## src/retimer_pkg.sv

```systemverilog
package retimer_pkg;

  // ---------------------------------------------------------------
  // Geometry and timing
  // ---------------------------------------------------------------
  localparam int LANES = 2;
  localparam int BOOST_W = 5;
  localparam int SCORE_W = 8;
  localparam int TAPS = 5;
  localparam int TAP_W = 6;
  localparam int STRAPS = 4;
  localparam int CLK_HZ = 50_000_000;
  localparam int REF_HZ = 25_000_000;
  localparam int LOCK_WINDOW_REF = 1024;
  localparam int WIN_CLKS = LOCK_WINDOW_REF * (CLK_HZ / REF_HZ);
  localparam logic [11:0] WIN_LAST = 12'(WIN_CLKS - 1);
  localparam logic [11:0] LOCK_TOL = 12'h002;
  localparam logic [3:0] DEPTH_RST = 4'h3;

  // ---------------------------------------------------------------
  // Register byte offsets
  // ---------------------------------------------------------------
  localparam logic [4:0] OFS_CTRL0 = 5'h00;
  localparam logic [4:0] OFS_CTRL1 = 5'h04;
  localparam logic [4:0] OFS_STATUS = 5'h08;
  localparam logic [4:0] OFS_BOOST = 5'h0C;
  localparam logic [4:0] OFS_IRQ_STAT = 5'h10;
  localparam logic [4:0] OFS_IRQ_MASK = 5'h14;
  localparam logic [4:0] OFS_STRAP = 5'h18;
  localparam logic [4:0] OFS_DEPTH = 5'h1C;

  // Lane control word fields.
  localparam int F_SEL = 0;
  localparam int F_POL = 2;
  localparam int F_P31 = 3;
  localparam int F_SWING = 4;
  localparam int F_EMPH = 8;
  localparam int F_SLEW = 12;
  localparam int F_RATE = 13;
  localparam logic [15:0] CTRL_RST = 16'h0001;

  // Interrupt status bits per lane: lock gained, lock lost, adaptation done.
  localparam int EV_PER_LANE = 3;
  localparam int EVW = LANES * EV_PER_LANE;

  // Expected reference-window tick counts for each preset rate.
  localparam logic [7:0][11:0] RATE_COUNT = {12'h5A0, 12'h540, 12'h4E0, 12'h480,
                                             12'h420, 12'h3C0, 12'h360, 12'h300};

  // Four-level strap codes.
  typedef enum logic [1:0] {LVL_0, LVL_R, LVL_FLOAT, LVL_1} level_t;
  // Output source choices.
  typedef enum logic [1:0] {SRC_RAW, SRC_RETIMED, SRC_PRBS, SRC_LOOP} src_t;
  // Control modes.
  typedef enum logic [1:0] {MODE_PIN, MODE_NA, MODE_CONTROLLER, MODE_TARGET} mode_t;

endpackage : retimer_pkg

```

## src/prbs_if.sv

```systemverilog
// Pattern generator control and serial output.
interface prbs_if;
  logic en;
  logic poly31;
  logic bit_out;
  modport gen (input en, input poly31, output bit_out);
  modport user (output en, output poly31, input bit_out);
endinterface : prbs_if

```

## src/prbs_gen.sv

```systemverilog
module prbs_gen
  import retimer_pkg::*;
(
  // Clock and reset.
  input wire logic clk_i,
  input wire logic rst_i,
  // Pattern control and output.
  prbs_if.gen p
);

  typedef struct packed {
    logic [30:0] lfsr;
    logic out;
  } pg_t;

  localparam logic [30:0] SEED = 31'h0000_0001;

  pg_t q, d;
  logic fb;

  // Advances the selected polynomial and reseeds any all-zero state.
  always_comb
  begin
    d = q;
    fb = p.poly31 ? (q.lfsr[30] ^ q.lfsr[27]) : (q.lfsr[8] ^ q.lfsr[4]);
    if (p.en)
    begin
      d.lfsr = {q.lfsr[29:0], fb};
      if (!p.poly31)
        d.lfsr[30:9] = '0;
      d.out = fb;
    end
    if (d.lfsr == '0)
      d.lfsr = SEED;
  end

  // Registers the generator state.
  always_ff @(posedge clk_i)
  begin
    if (rst_i)
      q <= '{lfsr: SEED, out: 1'b0};
    else
      q <= d;
  end

  assign p.bit_out = q.out;

  property p_never_zero;
    @(posedge clk_i) disable iff (rst_i) q.lfsr != '0;
  endproperty
  a_never_zero: assert property (p_never_zero) else $error("Pattern state is zero.");

  property p_prbs9_taps;
    @(posedge clk_i) disable iff (rst_i)
      (p.en && !p.poly31 && $past(p.en) && !$past(p.poly31) && $past(q.lfsr) != '0)
      |-> q.out == ($past(q.lfsr[8]) ^ $past(q.lfsr[4]));
  endproperty
  a_prbs9_taps: assert property (p_prbs9_taps) else $error("Nine-bit taps wrong.");

endmodule : prbs_gen

```

## src/retimer_ctrl.sv

```systemverilog
// Behaviour
// - The two lanes lock, adapt, generate patterns and drive outputs independently.
// - Adaptation starts as soon as the clock recovery locks after a signal appears.
// - Any clock recovery reset restarts the adaptation of that lane.
// - Adaptation steps the boost upward and keeps the setting with the best eye score.
// - When the score fails to improve for the look-beyond depth, the best lower boost is kept.
// - Five feedback taps adapt weight and sign alongside the boost search.
// - Each lane generates a selectable nine-bit or thirty-one-bit pattern.
// - An output selector picks raw, retimed, pattern or opposite-lane data.
// - Swing, pre-emphasis, edge rate and polarity are settable; polarity inverts data.
// - Swing and pre-emphasis come only from software writes per lane.
// - Lock is judged by counting oscillator ticks over a reference-clock window.
// - The oscillator is preset to a chosen rate so lock loss is seen within one window.
// - Four-level straps decode to 0, R, Float or 1 while the mode pin is low.
// - The mode pin selects target, controller or strap control.
//
// Added by the designer: register access over Wishbone and the register addresses.
module retimer_ctrl
  import retimer_pkg::*;
(
  // Clock and reset.
  input wire logic clk_i,
  input wire logic rst_i,
  // Wishbone slave.
  input wire logic wb_cyc_i,
  input wire logic wb_stb_i,
  input wire logic wb_we_i,
  input wire logic [4:0] wb_adr_i,
  input wire logic [3:0] wb_sel_i,
  input wire logic [31:0] wb_dat_i,
  output logic [31:0] wb_dat_o,
  output logic wb_ack_o,
  output logic irq_o,
  // Analog lane status.
  input wire logic [retimer_pkg::LANES-1:0] sig_detect_i,
  input wire logic [retimer_pkg::LANES-1:0] cdr_reset_i,
  input wire logic [retimer_pkg::LANES-1:0] vco_tick_i,
  input wire logic [retimer_pkg::LANES-1:0] score_valid_i,
  input wire logic [retimer_pkg::LANES-1:0][retimer_pkg::SCORE_W-1:0] score_i,
  input wire logic [retimer_pkg::LANES-1:0][retimer_pkg::TAPS-1:0] dfe_err_i,
  input wire logic [retimer_pkg::LANES-1:0] raw_data_i,
  input wire logic [retimer_pkg::LANES-1:0] retimed_data_i,
  // Analog lane controls.
  output logic [retimer_pkg::LANES-1:0] lock_o,
  output logic [retimer_pkg::LANES-1:0][retimer_pkg::BOOST_W-1:0] boost_o,
  output logic [retimer_pkg::LANES-1:0][retimer_pkg::TAPS-1:0][retimer_pkg::TAP_W-1:0] dfe_tap_o,
  output logic [retimer_pkg::LANES-1:0][2:0] vco_preset_o,
  output logic [retimer_pkg::LANES-1:0][3:0] swing_o,
  output logic [retimer_pkg::LANES-1:0][3:0] preemph_o,
  output logic [retimer_pkg::LANES-1:0] slew_limit_o,
  output logic [retimer_pkg::LANES-1:0] data_o,
  // Mode and strap pins.
  input wire logic [2:0] mode_thermo_i,
  input wire logic [retimer_pkg::STRAPS-1:0][2:0] strap_thermo_i,
  output logic [1:0] mode_o
);

  // ---------------------------------------------------------------
  // State
  // ---------------------------------------------------------------
  typedef enum logic [2:0] {A_IDLE, A_WAIT_LOCK, A_MEASURE, A_DONE} adapt_t;

  typedef struct packed {
    adapt_t st;
    logic [BOOST_W-1:0] boost;
    logic [BOOST_W-1:0] best_boost;
    logic [SCORE_W-1:0] best_score;
    logic [3:0] miss;
    logic [TAPS-1:0][TAP_W-1:0] tap;
    logic [11:0] ticks;
    logic lock;
    logic data;
  } lane_t;

  typedef struct packed {
    lane_t [LANES-1:0] ln;
    logic [LANES-1:0][15:0] ctrl;
    logic [3:0] depth;
    logic [EVW-1:0] stat;
    logic [EVW-1:0] mask;
    logic [11:0] win;
    logic [STRAPS-1:0][1:0] strap;
    logic [1:0] mode;
    logic ack;
    logic [31:0] dat;
    logic irq;
  } st_t;

  localparam logic [BOOST_W-1:0] BOOST_MAX = '1;
  localparam logic [TAP_W-1:0] TAP_POS_MAX = {1'b0, {(TAP_W-1){1'b1}}};
  localparam logic [TAP_W-1:0] TAP_NEG_MAX = {1'b1, {(TAP_W-1){1'b0}}};

  st_t q, d;
  logic [LANES-1:0] pat_bit;
  level_t mode_lvl;
  level_t [STRAPS-1:0] strap_lvl;
  logic req;

  // ---------------------------------------------------------------
  // Pattern generators and strap decoders
  // ---------------------------------------------------------------
  for (genvar l = 0; l < LANES; l++)
  begin : g_lane
    prbs_if pif ();
    assign pif.en = (q.ctrl[l][F_SEL +: 2] == SRC_PRBS);
    assign pif.poly31 = q.ctrl[l][F_P31];
    assign pat_bit[l] = pif.bit_out;
    prbs_gen u_prbs (
      .clk_i(clk_i),
      .rst_i(rst_i),
      .p(pif.gen)
    );
  end

  strap_decode u_mode (
    .thermo_i(mode_thermo_i),
    .level_o(mode_lvl)
  );

  for (genvar s = 0; s < STRAPS; s++)
  begin : g_strap
    strap_decode u_dec (
      .thermo_i(strap_thermo_i[s]),
      .level_o(strap_lvl[s])
    );
  end

  assign req = wb_cyc_i && wb_stb_i && !q.ack;

  // Merges byte lanes of a write into a stored word.
  function automatic logic [31:0] merge(input logic [31:0] old, input logic [31:0] nw,
                                        input logic [3:0] sel);
    logic [31:0] r;
    r = old;
    for (int b = 0; b < 4; b++)
      if (sel[b])
        r[8*b +: 8] = nw[8*b +: 8];
    return r;
  endfunction : merge

  // ---------------------------------------------------------------
  // Next state
  // ---------------------------------------------------------------
  always_comb
  begin
    logic [EVW-1:0] ev;
    logic [11:0] exp_cnt;
    logic [11:0] cnt;
    logic lk;
    logic [31:0] w;
    d = q;
    ev = '0;
    exp_cnt = '0;
    cnt = '0;
    lk = 1'b0;
    w = '0;
    d.win = (q.win == WIN_LAST) ? '0 : q.win + 12'h001;
    // Mode pin and straps; straps are only captured for readback in pin mode.
    d.mode = mode_lvl;
    if (mode_lvl == LVL_0)
      d.strap = strap_lvl;
    // Each lane runs on its own inputs and registers, apart from the shared depth, the shared window counter and the opposite-lane loopback data.
    for (int l = 0; l < LANES; l++)
    begin
      // Lock check: ticks counted per reference window versus preset rate.
      cnt = q.ln[l].ticks + {11'h000, vco_tick_i[l]};
      exp_cnt = RATE_COUNT[q.ctrl[l][F_RATE +: 3]];
      d.ln[l].ticks = cnt;
      if (q.win == WIN_LAST)
      begin
        lk = (cnt + LOCK_TOL >= exp_cnt) && (cnt <= exp_cnt + LOCK_TOL);
        d.ln[l].lock = lk && sig_detect_i[l] && !cdr_reset_i[l];
        d.ln[l].ticks = '0;
      end
      if (cdr_reset_i[l] || !sig_detect_i[l])
        d.ln[l].lock = 1'b0;
      ev[l*EV_PER_LANE] = d.ln[l].lock && !q.ln[l].lock;
      ev[l*EV_PER_LANE+1] = !d.ln[l].lock && q.ln[l].lock;
      // Adaptation sequencer.
      unique case (q.ln[l].st)
        A_IDLE:
          if (sig_detect_i[l])
            d.ln[l].st = A_WAIT_LOCK;
        A_WAIT_LOCK:
          if (q.ln[l].lock)
          begin
            d.ln[l].st = A_MEASURE;
            d.ln[l].boost = '0;
            d.ln[l].best_boost = '0;
            d.ln[l].best_score = '0;
            d.ln[l].miss = '0;
          end
        A_MEASURE:
          if (score_valid_i[l])
          begin
            // Sign-sign update of the feedback taps, saturating.
            for (int t = 0; t < TAPS; t++)
            begin
              if (dfe_err_i[l][t] && q.ln[l].tap[t] != TAP_POS_MAX)
                d.ln[l].tap[t] = q.ln[l].tap[t] + 1'b1;
              else if (!dfe_err_i[l][t] && q.ln[l].tap[t] != TAP_NEG_MAX)
                d.ln[l].tap[t] = q.ln[l].tap[t] - 1'b1;
            end
            if (score_i[l] > q.ln[l].best_score)
            begin
              d.ln[l].best_score = score_i[l];
              d.ln[l].best_boost = q.ln[l].boost;
              d.ln[l].miss = '0;
            end
            else
              d.ln[l].miss = q.ln[l].miss + 4'h1;
            if (d.ln[l].miss >= q.depth || q.ln[l].boost == BOOST_MAX)
            begin
              d.ln[l].boost = d.ln[l].best_boost;
              d.ln[l].st = A_DONE;
              ev[l*EV_PER_LANE+2] = 1'b1;
            end
            else
              d.ln[l].boost = q.ln[l].boost + 1'b1;
          end
        A_DONE:
          if (!q.ln[l].lock)
            d.ln[l].st = A_WAIT_LOCK;
        default:
          d.ln[l].st = A_IDLE;
      endcase
      if (!sig_detect_i[l])
        d.ln[l].st = A_IDLE;
      else if (cdr_reset_i[l])
        d.ln[l].st = A_WAIT_LOCK;
      // Output selection and polarity.
      unique case (src_t'(q.ctrl[l][F_SEL +: 2]))
        SRC_RAW: d.ln[l].data = raw_data_i[l];
        SRC_RETIMED: d.ln[l].data = retimed_data_i[l];
        SRC_PRBS: d.ln[l].data = pat_bit[l];
        SRC_LOOP: d.ln[l].data = retimed_data_i[LANES-1-l];
      endcase
      d.ln[l].data = d.ln[l].data ^ q.ctrl[l][F_POL];
    end
    // Register bus: one-cycle acknowledge, then dropped.
    d.ack = req;
    d.dat = '0;
    if (req)
    begin
      unique case (wb_adr_i)
        OFS_CTRL0: w = {16'h0000, q.ctrl[0]};
        OFS_CTRL1: w = {16'h0000, q.ctrl[1]};
        OFS_STATUS:
          for (int l = 0; l < LANES; l++)
            w[l*8 +: 8] = {3'h0, q.ln[l].st == A_DONE, 1'b0, q.ln[l].st};
        OFS_BOOST:
          for (int l = 0; l < LANES; l++)
            w[l*8 +: 8] = {2'h0, q.ln[l].lock, q.ln[l].boost};
        OFS_IRQ_STAT: w[EVW-1:0] = q.stat;
        OFS_IRQ_MASK: w[EVW-1:0] = q.mask;
        OFS_STRAP: w = {22'h0, q.mode, q.strap};
        OFS_DEPTH: w[3:0] = q.depth;
        default: w = '0;
      endcase
      if (!wb_we_i)
        d.dat = w;
      else
        unique case (wb_adr_i)
          OFS_CTRL0: d.ctrl[0] = 16'(merge(w, wb_dat_i, wb_sel_i));
          OFS_CTRL1: d.ctrl[1] = 16'(merge(w, wb_dat_i, wb_sel_i));
          OFS_IRQ_STAT:
            if (wb_sel_i[0])
              d.stat = q.stat & ~wb_dat_i[EVW-1:0];
          OFS_IRQ_MASK: d.mask = EVW'(merge(w, wb_dat_i, wb_sel_i));
          OFS_DEPTH: d.depth = 4'(merge(w, wb_dat_i, wb_sel_i));
          default: d.dat = '0;
        endcase
    end
    // New events win over a clear in the same cycle.
    d.stat = d.stat | ev;
    d.irq = |(d.stat & d.mask);
  end

  // Registers all state.
  always_ff @(posedge clk_i)
  begin
    if (rst_i)
    begin
      q <= '0;
      q.ctrl <= {LANES{CTRL_RST}};
      q.depth <= DEPTH_RST;
    end
    else
      q <= d;
  end

  // ---------------------------------------------------------------
  // Outputs
  // ---------------------------------------------------------------
  assign wb_ack_o = q.ack;
  assign wb_dat_o = q.dat;
  assign irq_o = q.irq;
  assign mode_o = q.mode;
  for (genvar l = 0; l < LANES; l++)
  begin : g_out
    assign lock_o[l] = q.ln[l].lock;
    assign boost_o[l] = q.ln[l].boost;
    assign dfe_tap_o[l] = q.ln[l].tap;
    assign vco_preset_o[l] = q.ctrl[l][F_RATE +: 3];
    assign swing_o[l] = q.ctrl[l][F_SWING +: 4];
    assign preemph_o[l] = q.ctrl[l][F_EMPH +: 4];
    assign slew_limit_o[l] = q.ctrl[l][F_SLEW];
    assign data_o[l] = q.ln[l].data;
  end

  // ---------------------------------------------------------------
  // Assertions
  // ---------------------------------------------------------------
  property p_cdr_restart;
    @(posedge clk_i) disable iff (rst_i)
      (cdr_reset_i[0] && sig_detect_i[0]) |=> q.ln[0].st == A_WAIT_LOCK;
  endproperty
  a_cdr_restart: assert property (p_cdr_restart) else $error("Reset did not restart.");

  property p_start_on_lock;
    @(posedge clk_i) disable iff (rst_i)
      (q.ln[1].st == A_WAIT_LOCK && q.ln[1].lock && sig_detect_i[1] && !cdr_reset_i[1])
      |=> q.ln[1].st == A_MEASURE && q.ln[1].boost == '0;
  endproperty
  a_start_on_lock: assert property (p_start_on_lock) else $error("Adaptation late.");

  property p_settle_best;
    @(posedge clk_i) disable iff (rst_i)
      (q.ln[0].st == A_MEASURE && $past(q.ln[0].st) == A_MEASURE ##1 q.ln[0].st == A_DONE)
      |-> q.ln[0].boost == q.ln[0].best_boost;
  endproperty
  a_settle_best: assert property (p_settle_best) else $error("Settled off best.");

  property p_boost_step;
    @(posedge clk_i) disable iff (rst_i)
      (q.ln[0].st == A_MEASURE && score_valid_i[0] && sig_detect_i[0] && !cdr_reset_i[0])
      ##1 (q.ln[0].st == A_MEASURE) |-> q.ln[0].boost == $past(q.ln[0].boost) + 1'b1;
  endproperty
  a_boost_step: assert property (p_boost_step) else $error("Boost not stepped.");

  property p_polarity;
    @(posedge clk_i) disable iff (rst_i)
      (q.ctrl[0][F_SEL +: 2] == SRC_RAW) |=> data_o[0] == ($past(raw_data_i[0]) ^ $past(q.ctrl[0][F_POL]));
  endproperty
  a_polarity: assert property (p_polarity) else $error("Polarity wrong.");

  property p_loopback;
    @(posedge clk_i) disable iff (rst_i)
      (q.ctrl[1][F_SEL +: 2] == SRC_LOOP && !q.ctrl[1][F_POL]) |=> data_o[1] == $past(retimed_data_i[0]);
  endproperty
  a_loopback: assert property (p_loopback) else $error("Loopback wrong.");

  property p_ack_once;
    @(posedge clk_i) disable iff (rst_i) wb_ack_o |=> !wb_ack_o;
  endproperty
  a_ack_once: assert property (p_ack_once) else $error("Ack held.");

  property p_lock_drop;
    @(posedge clk_i) disable iff (rst_i) !sig_detect_i[0] |=> !lock_o[0] && q.ln[0].st == A_IDLE;
  endproperty
  a_lock_drop: assert property (p_lock_drop) else $error("Lock held without signal.");

  property p_independent;
    @(posedge clk_i) disable iff (rst_i)
      (cdr_reset_i[0] && !cdr_reset_i[1] && sig_detect_i[1] && q.ln[1].st == A_DONE && q.ln[1].lock)
      |=> q.ln[1].st == A_DONE;
  endproperty
  a_independent: assert property (p_independent) else $error("Lane crosstalk.");

endmodule : retimer_ctrl

```

## src/strap_decode.sv

```systemverilog
module strap_decode
  import retimer_pkg::*;
(
  // Comparator thermometer outputs: above 0.2, above 0.5, above 0.83 of supply.
  input wire logic [2:0] thermo_i,
  // Decoded level.
  output level_t level_o
);

  // Maps the three thresholds to the four strap levels.
  always_comb
  begin
    if (thermo_i[2])
      level_o = LVL_1;
    else if (thermo_i[1])
      level_o = LVL_FLOAT;
    else if (thermo_i[0])
      level_o = LVL_R;
    else
      level_o = LVL_0;
  end

endmodule : strap_decode
```

## config.mk

```make
export PLATFORM = sky130hd
export DESIGN_NAME = retimer_ctrl
export DESIGN_NICKNAME = d
export VERILOG_FILES = /design/src/retimer_pkg.sv /design/src/prbs_if.sv /design/src/prbs_gen.sv /design/src/retimer_ctrl.sv /design/src/strap_decode.sv
export SDC_FILE = /design/constraint.sdc
export NUM_CORES = 1
export LEC_CHECK = 0
export ABC_AREA = 1
export BUFFER_PORTS_ARGS = -buffer_cell sky130_fd_sc_hd__buf_2
export CORE_UTILIZATION = 60
export CTS_CLUSTER_SIZE = 40
export DETAILED_ROUTE_END_ITERATION = 10
export HOLD_SLACK_MARGIN = 0.03
export MAX_ROUTING_LAYER = met4
export PLACE_DENSITY = 0.88
export SLEW_MARGIN = 15
export SYNTH_ARGS = -nofsm -noshare
export SYNTH_HDL_FRONTEND = slang
export SYNTH_HIERARCHICAL = 1
export SYNTH_SLANG_ARGS = --single-unit
```

## constraint.sdc

```tcl
create_clock -name clk_i -period 7 [get_ports clk_i]
set_input_delay 0.7 -clock clk_i [delete_from_list [all_inputs] [get_ports clk_i]]
set_output_delay 0.7 -clock clk_i [all_outputs]
set_load 0.03 [all_outputs]
```

==> impl_summary.log <==
[metrics] sequential cell area: 6010 sq um
[metrics] detailed router's first-iteration violation count: 1158
[metrics] post-detailed-routing wire length: 43.9 mm
[metrics] RSZ-0062 raised after global routing: false
[metrics] standard-cell rows: 62
[metrics] final setup violation count: 0
[metrics] most area-hungry cell type in the Yosys netlist: dfxtp_1
[metrics] power density over the cells: 206 nW/um^2
[metrics] max-capacitance violation count: 0
[metrics] number of fillers in the final layout: 2381
[metrics] crit path kind: in -> reg
[metrics] routed length per instance: 14.5 um
[metrics] global-route wire length before repair: 72.3 mm
[metrics] element type at the critical path start: primary input
[metrics] average vias per placed instance: 5.45
[metrics] Die X-Extent: 174 um
[metrics] number of buffers inserted by hold repair at cts: 0
[metrics] TritonCTS clock tree: done
[metrics] Cell Chain, Critical Path: buf_2, nor2_2, nand3_1, nor2_1, inv_1, o21ai_0, inv_1, ha_1, or2_2
[metrics] Slowest Stage Delay on Critical Path: 0.89 ns
[metrics] post-cts sizing count: 0
[metrics] slowest stage cell on the critical path: nor2_1
[metrics] crit path from: wb_adr_i[1]
[metrics] Leak: 9.66 nW
[metrics] Die Footprint: 30400 sq um
[metrics] Relative slew margins: 0.255
[metrics] count of clock tree sinks: 300
[metrics] Min-Delay Path Class: reg -> reg
[metrics] DRC Markers: 0
[metrics] number of max-slew violations in the final report: 0
[metrics] number of nets in the layout: 2846
[metrics] latest clock arrival within the worst-skew pair: 0.51 ns
[metrics] layout cell share with drive strength beyond 1: 0.120
[metrics] Final min period: 4.06 ns
[metrics] maximum ir drop on the vdd rail: 0.158 mV
[metrics] Setup TNS Final: 0 ns
[metrics] post-synthesis cell type count: 50
[metrics] synthesized area divided by synthesized cell count: 6.98 sq um
[metrics] worst clock skew on the final layout: 0.0206 ns
[metrics] top cells by area, synth: dfxtp_1, nand2_1, ha_1
[metrics] I/O pin count: 233
[metrics] Port-buffer cells: 198
[metrics] Top delay family on crit path: simple AND/OR/NAND/NOR gates
[metrics] area added between synthesis and finish: 8.74%
[metrics] number of post-CTS setup repair buffers: 0
[metrics] outcome: finished clean
[metrics] library cell used as clock root buffer: clkbuf_16
[metrics] routed vias: 16500
[metrics] gpl congestion: 0.955
[metrics] combined global-route utilization of all metal layers: 0.293
[metrics] maximum number of pins on one net before global-route repair: 77
[metrics] share of the synthesized area in the top cell type: 0.337
[metrics] initial antenna violation count: 6
[metrics] final critical-path share of the clock period: 0.580
[metrics] fraction of synthesis flops using an asynchronous set or reset pin: 0
[metrics] core area: 28900 sq um
[metrics] number of synthesis warnings: 6
[metrics] count of H-tree levels built during CTS: 2
[metrics] worst-case clock buffer depth: 3
[metrics] final instance area: 19400 sq um
[metrics] via count of the first global-routing pass: 15800
[metrics] 1st-pass router iterations: 7
[metrics] slew at the pin closest to its max-slew limit: 1.12 ns
[metrics] antenna viol nets, final: 0
[metrics] library cell appearing most often on the critical path: inv_1
[metrics] CTS Buf Count: 34
[metrics] Post-DP HPWL: 31.5 mm
[metrics] critical path endpoint category: flop
[metrics] final hold violation count: 0
[metrics] Syn Inst Count: 2556
[metrics] critical path arrival: 4.44 ns
[metrics] multi-input logic area: 9130 sq um
[metrics] Max Fanout on Critical Path: 20
[metrics] Max Clk Rate: 0.247 GHz
[metrics] clock-pin transition on the worst setup and hold timing paths: 0.06 ns
[metrics] launching point of the worst reg2reg path: q[106]
[metrics] EDFF count, synth: 0
[metrics] y dimension of the die: 174 um
[metrics] area post-placement: 18100 sq um
[metrics] aggregate global routing overflow: 0
[metrics] Worst Path Buf+Inv: 3
[metrics] effective utilization at floorplan: 0.616
[metrics] sequential cell area fraction in the yosys report: 0.337
[metrics] data required time at the worst endpoint: 7.38 ns
[metrics] combined area of all synthesized cells: 17800 sq um
[metrics] launch instance of the worst min-delay path: q[161]
[metrics] dominant synthesized flop cell: dfxtp_1
[metrics] register bit count reported by yosys: 300
-- Yosys cell counts, drive strengths merged (6+ instances only) --
| master | count |
|---|---|
| o21a | 6 |
| dfxtp | 300 |
| buf | 162 |
| nor3 | 14 |
| o211ai | 8 |
| nor4 | 20 |
| or2 | 17 |
| a211oi | 23 |
| a221oi | 6 |
| fa | 10 |
| xnor2 | 25 |
| ha | 120 |
| nor2 | 256 |
| o21ai | 177 |
| nand3 | 117 |
| nand4 | 17 |
| a21oi | 226 |
| nand2 | 554 |
| clkbuf | 31 |
| inv | 393 |
| xor2 | 30 |
| o22ai | 13 |
-- logic make-up after synthesis --
family,synth area share
simple gates,0.239
buf+inv,0.154
compound gates,0.144
flops,0.337
fa+ha+maj,0.0954
xor+xnor,0.0300
other cells,0.000210
-- worst min-delay path: stages, from the launching register on --
cell	delay, ns
dfxtp_1	0.31
nand2_1	0.06
a21oi_1	0.05
-- final timing paths --
check	depth (start not counted)	to	slack, ns
setup / recovery	9	flop	2.94
hold / removal	2	q[161]	0.47
setup reg to reg	33	irq_o	3.15
hold reg to reg	2	q[161]	0.47
-- per-stage QoR --
stage	hold WS [ns]	worst slack, ns	utilization	power (mW)	std cells
finish	0.466	2.94	0.670	4.00	3033
detailed placement	0.457	2.68	0.627	2.07	2965
global route	0.472	2.57	0.670	4.12	3032
global placement	0.428	2.76	0.627	2.06	2965
CTS	0.457	3.08	0.669	4.01	3026
floorplan	0.418	3.42	-	2.00	2571
-- state kept, by name (all words and copies together), names as in the netlist, 6 cells and up, named ones only --
name and count:
preemph_o 8, vco_preset_o 6, boost_o 10, swing_o 8
wb_dat_o 16, dfe_tap_o 60, q 104, g_lane.u_prbs/q 62
-- final cells by class --
class | count | share of cell area
well taps | 384 | 0.0248
multi-input cells | 1683 | 0.471
clock inverters | 15 | 0.0134
flip-flops and latches | 300 | 0.310
clock buffers | 46 | 0.0504
diodes | 7 | 0.000904
repair buffers | 203 | 0.0532
inverters | 395 | 0.0765
-- cells in the final DEF (no fill, tap or decap), types with 14 or more instances in the layout --
cell	n
nand2_2	14
or2_2	17
nand3_1	113
nor2_1	246
nor4_1	19
a21oi_1	226
nand2_1	540
conb_1	16
buf_2	197
ha_1	120
nand4_1	17
clkbuf_16	35
xnor2_1	25
o21ai_0	177
a211oi_1	23
dfxtp_1	300
xor2_1	26
inv_1	387
-- power by group --
group | switching, mW | leakage [nW] | internal [mW]
registers | 0.0178 | 2.42 | 1.73
clock network | 0.716 | 0.604 | 1.24
logic | 0.200 | 6.64 | 0.0928
-- metal layers --
metal  GRT usage  up-vias  share of wire
met5           -        -              0
met4       0.128        0          0.036
met3      0.0584      102          0.084
met2       0.492      672           0.48
met1       0.338     7584           0.40
li1            -     8159              -
No activity file was read; power rests on OpenSTA's default activity.
